## src/rtl/atmrx_cfg.svh

```systemverilog
`ifndef ATMRX_CFG_SVH
`define ATMRX_CFG_SVH
// ==========================================
// widths and defaults
`define ATMRX_BYTE_W 8
`define ATMRX_ADDR_W 5
`define ATMRX_HI_ADDR_W 3
`define ATMRX_LO_ADDR_W 2
`define ATMRX_CELL_LEN 53
`define ATMRX_CELL_MAX 64
`define ATMRX_MY_ADDR 5'h01
`define ATMRX_NULL_ADDR 5'h1f
`define ATMRX_SYNC_W 2
`endif

```

## src/rtl/atmrx_pkg.sv

```systemverilog
package atmrx_pkg;
    // ==========================================
    // cell assembly states, gray along the path
    typedef enum logic [1:0]
    {
        ATMRX_HUNT = 2'b00,
        ATMRX_BODY = 2'b01
    } atmrx_state_t;
endpackage : atmrx_pkg

```

## src/rtl/atmrx_skid.sv

```systemverilog
`timescale 1ns/100ps
`include "atmrx_cfg.svh"
module atmrx_skid #(
    parameter int WIDTH = `ATMRX_BYTE_W + 1
) (
    // clock and reset
    input wire logic clk,
    input wire logic rst,
    // fill side
    input wire logic in_valid,
    output logic in_ready,
    input wire logic [WIDTH-1:0] in_data,
    // drain side
    output logic out_valid,
    input wire logic out_ready,
    output logic [WIDTH-1:0] out_data
);
    // ==========================================
    // two-entry buffer: output register plus one parking entry
    if (WIDTH < 1)
    begin : g_bad_width
        $error("atmrx_skid: WIDTH must be positive");
    end
    logic hold_v, next_hold_v, skid_v, next_skid_v;
    logic [WIDTH-1:0] hold_d, next_hold_d, skid_d, next_skid_d;
    always_comb
    begin
        next_hold_v = hold_v;
        next_hold_d = hold_d;
        next_skid_v = skid_v;
        next_skid_d = skid_d;
        if (!hold_v || out_ready)
        begin
            if (skid_v)
            begin
                next_hold_v = 1'b1;
                next_hold_d = skid_d;
                next_skid_v = 1'b0;
            end
            else
            begin
                next_hold_v = in_valid;
                if (in_valid)
                begin
                    next_hold_d = in_data;
                end
            end
        end
        else if (in_valid && !skid_v)
        begin
            // stalled: park the word so the stall loses nothing
            next_skid_v = 1'b1;
            next_skid_d = in_data;
        end
    end
    always_ff @(posedge clk)
    begin
        if (rst)
        begin
            hold_v <= 1'b0;
            hold_d <= '0;
            skid_v <= 1'b0;
            skid_d <= '0;
        end
        else
        begin
            hold_v <= next_hold_v;
            hold_d <= next_hold_d;
            skid_v <= next_skid_v;
            skid_d <= next_skid_d;
        end
    end
    // outputs come straight from registers, no read mux
    assign in_ready = !skid_v;
    assign out_valid = hold_v;
    assign out_data = hold_d;
endmodule : atmrx_skid

```

## src/rtl/atmrx_port.sv

```systemverilog
// Overview of operation
// - low enable asks capture of byte and start flag on a later clock.
// - byte flagged by start-of-cell begins a new cell.
// - respond only when the 5-bit slave select matches our address.
// - strap low ties off enable, start-of-cell and low select inputs.
// - upper select pins go to serial clocks unless strap is high.
// - space flag low means no room for a cell, high means room.
`timescale 1ns/100ps
`include "atmrx_cfg.svh"
module atmrx_port #(
    parameter int CELL_LEN = `ATMRX_CELL_LEN,
    parameter logic [`ATMRX_ADDR_W-1:0] MY_ADDR = `ATMRX_MY_ADDR
) (
    // clock and reset
    input wire logic CLK,
    input wire logic RST,
    // strap
    input wire logic CELL_PORT_STRAP,
    // link pins
    input wire logic RX_LINK_CLOCK,
    input wire logic RX_ENABLE_IN_N,
    input wire logic RX_START_OF_CELL,
    input wire logic [`ATMRX_BYTE_W-1:0] RX_CELL_BYTE_BUS,
    input wire logic [`ATMRX_LO_ADDR_W-1:0] RX_SLAVE_SELECT_LO,
    // shared upper select / serial clock pins
    input wire logic [`ATMRX_HI_ADDR_W-1:0] SHARED_PIN_IN,
    output logic [`ATMRX_HI_ADDR_W-1:0] SERIAL_ONE_CLOCKS,
    output logic RX_CELL_SPACE_FLAG,
    output logic RX_CELL_SPACE_FLAG_OE,
    // user side
    output logic BYTE_VALID,
    input wire logic BYTE_READY,
    output logic [`ATMRX_BYTE_W-1:0] BYTE_DATA,
    output logic BYTE_FIRST,
    output logic BYTE_LAST,
    output logic CELL_DROPPED
);
    // the null address must never match: it is the select that a strapped-off port sees
    if (CELL_LEN < 1 || CELL_LEN > `ATMRX_CELL_MAX || MY_ADDR == `ATMRX_NULL_ADDR)
    begin : g_bad_param
        $error("atmrx_port: bad CELL_LEN or MY_ADDR");
    end
    localparam int SW = `ATMRX_SYNC_W;
    localparam int PW = 3 + `ATMRX_BYTE_W + `ATMRX_ADDR_W;
    // ==========================================
    // strap capture; a boot pin, but still asynchronous, so two flops
    logic strap_meta, next_strap_meta, strap, next_strap;
    always_comb
    begin
        next_strap_meta = CELL_PORT_STRAP;
        next_strap = strap_meta;
    end
    always_ff @(posedge CLK)
    begin
        if (RST)
        begin
            strap_meta <= 1'b0;
            strap <= 1'b0;
        end
        else
        begin
            strap_meta <= next_strap_meta;
            strap <= next_strap;
        end
    end
    // ==========================================
    // two-flop synchronisers; first stage read only by the second
    logic [PW-1:0] raw, sync_a, sync_b, next_a, next_b;
    always_comb
    begin
        raw = {RX_LINK_CLOCK, RX_ENABLE_IN_N, RX_START_OF_CELL, RX_CELL_BYTE_BUS,
               SHARED_PIN_IN, RX_SLAVE_SELECT_LO};
        next_a = raw;
        next_b = sync_a;
    end
    always_ff @(posedge CLK)
    begin
        if (RST)
        begin
            sync_a <= {3'b010, {(PW-3){1'b0}}};
            sync_b <= {3'b010, {(PW-3){1'b0}}};
        end
        else
        begin
            sync_a <= next_a;
            sync_b <= next_b;
        end
    end
    logic lclk, en_n, soc;
    logic [`ATMRX_BYTE_W-1:0] dbyte;
    logic [`ATMRX_HI_ADDR_W-1:0] hi_pins;
    logic [`ATMRX_LO_ADDR_W-1:0] lo_pins;
    assign {lclk, en_n, soc, dbyte, hi_pins, lo_pins} = sync_b;
    // ==========================================
    // tie-off and pin routing
    logic en_eff, soc_eff, sel_hit;
    logic [`ATMRX_ADDR_W-1:0] sel;
    always_comb
    begin
        en_eff = strap && !en_n;
        soc_eff = strap && soc;
        sel = strap ? {hi_pins, lo_pins} : `ATMRX_NULL_ADDR;
        sel_hit = (sel == MY_ADDR);
    end
    // ==========================================
    // link clock edge detect and cell assembly
    logic lclk_d, next_lclk_d, rise;
    logic en_q, next_en_q;
    atmrx_pkg::atmrx_state_t state, next_state;
    logic [6:0] cnt, next_cnt;
    logic push, next_push, first, next_first, last, next_last, drop, next_drop;
    logic [`ATMRX_BYTE_W-1:0] pbyte, next_pbyte;
    logic fill_ready;
    logic [`ATMRX_HI_ADDR_W-1:0] ser, next_ser;
    logic space, next_space;
    always_comb
    begin
        next_lclk_d = lclk;
        rise = lclk && !lclk_d;
        next_en_q = rise ? (en_eff && sel_hit) : en_q;
        next_state = state;
        next_cnt = cnt;
        next_push = 1'b0;
        next_first = 1'b0;
        next_last = 1'b0;
        next_drop = 1'b0;
        next_pbyte = pbyte;
        // enable seen on the previous link edge; data taken on this one
        if (rise && en_q)
        begin
            unique case (state)
                atmrx_pkg::ATMRX_HUNT:
                begin
                    if (soc_eff)
                    begin
                        next_push = 1'b1;
                        next_first = 1'b1;
                        next_pbyte = dbyte;
                        next_cnt = 7'h1;
                        next_last = (CELL_LEN == 1);
                        next_state = (CELL_LEN == 1) ? atmrx_pkg::ATMRX_HUNT
                                                     : atmrx_pkg::ATMRX_BODY;
                    end
                end
                atmrx_pkg::ATMRX_BODY:
                begin
                    next_push = 1'b1;
                    next_pbyte = dbyte;
                    next_first = soc_eff;
                    if (soc_eff)
                    begin
                        next_drop = 1'b1;
                        next_cnt = 7'h1;
                    end
                    else
                    begin
                        next_cnt = cnt + 7'h1;
                        if (next_cnt == 7'(CELL_LEN))
                        begin
                            next_last = 1'b1;
                            next_state = atmrx_pkg::ATMRX_HUNT;
                        end
                    end
                end
            endcase
        end
        // buffer full loses the byte; the space flag should prevent this
        if (next_push && !fill_ready)
        begin
            next_push = 1'b0;
            next_drop = 1'b1;
        end
        next_ser = strap ? '0 : hi_pins;
        // room only while the strap is high and the buffer is empty; cell state is not looked at
        next_space = strap && fill_ready && !BYTE_VALID;
    end
    always_ff @(posedge CLK)
    begin
        if (RST)
        begin
            lclk_d <= 1'b0;
            en_q <= 1'b0;
            state <= atmrx_pkg::ATMRX_HUNT;
            cnt <= 7'h0;
            push <= 1'b0;
            first <= 1'b0;
            last <= 1'b0;
            drop <= 1'b0;
            pbyte <= '0;
            ser <= '0;
            space <= 1'b0;
        end
        else
        begin
            lclk_d <= next_lclk_d;
            en_q <= next_en_q;
            state <= next_state;
            cnt <= next_cnt;
            push <= next_push;
            first <= next_first;
            last <= next_last;
            drop <= next_drop;
            pbyte <= next_pbyte;
            ser <= next_ser;
            space <= next_space;
        end
    end
    // ==========================================
    // output buffer
    logic [`ATMRX_BYTE_W+1:0] out_word;
    logic out_v;
    atmrx_skid #(.WIDTH(`ATMRX_BYTE_W + 2)) u_buf (
        .clk(CLK),
        .rst(RST),
        .in_valid(push),
        .in_ready(fill_ready),
        .in_data({first, last, pbyte}),
        .out_valid(out_v),
        .out_ready(BYTE_READY),
        .out_data(out_word)
    );
    // buffer outputs are its own registers, so valid and data stay aligned
    assign BYTE_VALID = out_v;
    assign BYTE_FIRST = out_word[`ATMRX_BYTE_W+1];
    assign BYTE_LAST = out_word[`ATMRX_BYTE_W];
    assign BYTE_DATA = out_word[`ATMRX_BYTE_W-1:0];
    assign SERIAL_ONE_CLOCKS = ser;
    assign RX_CELL_SPACE_FLAG = space;
    assign RX_CELL_SPACE_FLAG_OE = strap;
    assign CELL_DROPPED = drop;
endmodule : atmrx_port

```

## config.mk

```make
export PLATFORM = sky130hd
export DESIGN_NAME = atmrx_port
export DESIGN_NICKNAME = d
export VERILOG_FILES = /design/src/rtl/atmrx_pkg.sv /design/src/rtl/atmrx_skid.sv /design/src/rtl/atmrx_port.sv
export VERILOG_INCLUDE_DIRS = /design/src /design/src/rtl
export SDC_FILE = /design/constraint.sdc
export NUM_CORES = 1
export LEC_CHECK = 0
export ABC_AREA = 1
export BUFFER_PORTS_ARGS = -buffer_cell sky130_fd_sc_hd__buf_2
export CORE_UTILIZATION = 50
export CTS_CLUSTER_DIAMETER = 150
export CTS_CLUSTER_SIZE = 40
export DETAILED_ROUTE_END_ITERATION = 16
export PLACE_DENSITY_LB_ADDON = 0.12
export SLEW_MARGIN = 20
export SYNTH_ARGS = -nofsm -noshare
export SYNTH_HDL_FRONTEND = slang
export SYNTH_HIERARCHICAL = 1
export SYNTH_SLANG_ARGS = --single-unit
```

## constraint.sdc

```tcl
create_clock -name CLK -period 1.15 [get_ports CLK]
set_clock_uncertainty 0.05 [all_clocks]
set_input_delay 0.115 -clock CLK [delete_from_list [all_inputs] [get_ports CLK]]
set_output_delay 0.115 -clock CLK [all_outputs]
set_load 0.03 [all_outputs]
```

==> flow_summary.yaml <==
setup_path:
  critPathBufInv: 1
  path_depth: 9
  critical-path-top-delay-family: "simple AND/OR/NAND/NOR gates"
  worstPathCellList: "ha_4 -> nand2_4 -> inv_2 -> nor2_1 -> nand2_1 -> nor2_1 -> nand3_1 -> nor2_1 -> nor2_1"
  cp-end-kind: "flip-flop"
  reg2reg_depth: 9
  max_stage_delay_ps: 370
  cp-start-kind: "flip-flop"
  cp_slowest_cell: "dfxtp_4"
  arrival_ps: 1490
  cpMostUsedCell: "nor2_1"
  crit_required_ps: 1340
  crit_fanout: 4
  critical_path_class: "reg2reg"
clocking:
  htreeDepth: 3
  clk_path_buf_depth: 2
  cts.reportedPaths.clkPinSlew_ps: 80
  cts_made_buffers: 9
  cts_tree: "yes"
  cts-root-buf: "clkbuf_8"
  clk_latency_ps: 340
  clock_sinks: 82
detailed_routing:
  wl_met3_um: 140
  vias: 2469
  wire_per_inst_um: 9.47
  wl_met1_um: 2580
  drt-pass1-iter-count: 4
  wl_met2_um: 2550
  ant_nets: 0
  drtIter0Drc: 55
  top_layer_used: "met4"
  via_per_inst: 4.36
  routed_wl_um: 5360
  drcViolationCount: 0
synthesis:
  syn_avg_cell_area_um2: 7.36
  synthXorXnorAreaFrac_pct: 0
  synth.most_common_cell: "nor2_1"
  ys_seq_area_share_pct: 53.5
  synth_compound_gate_area_share_pct: 5.46
  synth_top_area_cell: "dfxtp_1"
  synth_area_mm2: 0.00307
  synthMuxAreaShare_pct: 0
  synth_common_cells: "101 x nor2_1, 82 x dfxtp_1, 76 x inv_1"
  yosysTopAreaCellShare_pct: 53.5
  synthFlopType: "dfxtp_1"
  netlist_instances: 417
  yosys.area_share.simple_pct: 28.3
  synthAdderAreaFrac_pct: 0.815
  synth_top_family_by_area: "simple AND/OR/NAND/NOR gates"
  async_flop_share_pct: 0
  synth_edf_count: 0
  yosysUniqueCellTypes: 24
  synthTopCellsByArea: "dfxtp_1 53%, nor2_1 12%, inv_1 9.3%"
  yosys_warnings: 6
  ys_ff_latch: 82
  synth_nets: 439
timing:
  fmax_mhz: 766
  slew_viol_final: 0
  fin_ws_ps: -156
  setup_violations: 12
  hold_violations: 0
  tightest_slew_ps: 342
  max-slew-margin-rel_pct: 77.2
  hold_slack_ps: 51.2
  period_minus_slack_ps: 1310
  rsz0062_at_grt: "yes"
  period_share_pct: 114
floorplanning:
  start_util_pct: 51.9
  core_area_mm2: 0.00592
  dieArea_mm2: 0.00646
  ios: 37
  num_rows: 28
  die_w_um: 80.4
  die_y_um: 80.4
job:
  drv_cap: 0
global_routing:
  grt_pass1_vias: 2345
  grt_max_degree: 36
  grt_use_total_pct: 19.5
  grt_antenna_before_repair: 0
  grt_overflow_total: 0
  grt_pass1_wl_um: 9630
cells_and_area:
  post-route-util_pct: 66.5
  areaGrowthSynthToFinish_pct: 28.3
  drive_above_1_share_pct: 20.4
  diodes: 0
  final_nets: 508
place:
  hpwl_um: 3530
  portBuffers: 36
  gp_congestion: 0.815
outcome:
  status: "complete, but fails checks"
  violations: "setup timing"
min_path:
  hold_class: "in2reg"
  hold_depth: 4
power_and_ir_drop:
  power_density_mw_per_mm2: 1410
  ir_drop_mv: 0.955
  power.leakage_nw: 1.83
==> layer usage <==
layer	up-vias	track usage, %
li1	1368	-
met1	1056	21.8
met2	38	34.7
met3	7	4.32
met4	0	9.64
met5	-	0
==> layout by cell type, fill, tap and decap left out, types with 7 or more instances in the layout <==
cell type,count
nand2_1,69
a21oi_1,7
buf_4,13
inv_1,73
dlygate4sd3_1,17
nor2_1,101
o21ai_0,20
nand3_1,16
buf_2,35
dfxtp_1,75
clkbuf_8,9
==> kinds of logic (layout without fill, tap and decap cells) <==
family,Yosys count,in the layout
and+or+nand+nor,208,208
adders and majority gates,2,2
DFF,82,82
AOI/OAI and AO/OA,33,33
buffers and inverters,92,166
==> worst paths after layout <==
path                    from            to  slack (ps)
setup / recovery      cnt[1]      state[0]        -160
hold / removal    BYTE_READY  u_buf/skid_v          50
setup reg to reg      cnt[1]      state[0]        -160
hold reg to reg   next_b[15]    sync_b[15]         350
==> layout make-up <==
cell class	count	area, um^2
sequential	82	1660
fill	529	1980
clock inverter	5	103
tap	75	93.8
multi-input combinational	243	1100
clock buffer	11	131
inverter	78	295
timing repair buffer	72	557
==> sequential cells by signal, indices dropped and copies added, names as in the netlist, 3 cells and up <==
signal / count
next_b: 16
sync_b: 16
u_buf/out_data: 10
u_buf/skid_d: 10
pbyte: 8
cnt: 7
SERIAL_ONE_CLOCKS: 3
==> through the flow <==
step           area [um^2]  setup TNS, ps  setup slack (ps)  power (mW)  instances
6_report              3940           -378              -156        5.56        566
5_1_grt               3940          -1900              -240        5.79        566
4_1_cts               3920           -685              -142        5.63        566
3_5_place_dp          3470           -329              -148        3.17        530
3_3_place_gp          3470           -181             -92.8        3.17        530
2_1_floorplan         3100          -49.2             -49.2        3.10        417
==> tightest hold or removal path: stages <==
cell and delay, ps:
buf_2 100, inv_2 30, nand2_2 100, nor2_1 60
==> repair_timing <==
item | in CTS | in global routing
hold buffers | 17 | 0
pin swaps | 7 | 2
gates resized for setup | 8 | 14
buffers inserted | 4 | 0
endpoints found under the setup margin | 12 | 22
hold endpoints to repair | 17 | 0
==> power breakdown <==
group          internal [mW]  total, mW  switching [mW]
clock network           1.44       2.40           0.963
logic                  0.121      0.239           0.118
registers               2.89       2.91          0.0199
(Power assumes the default switching activity.)
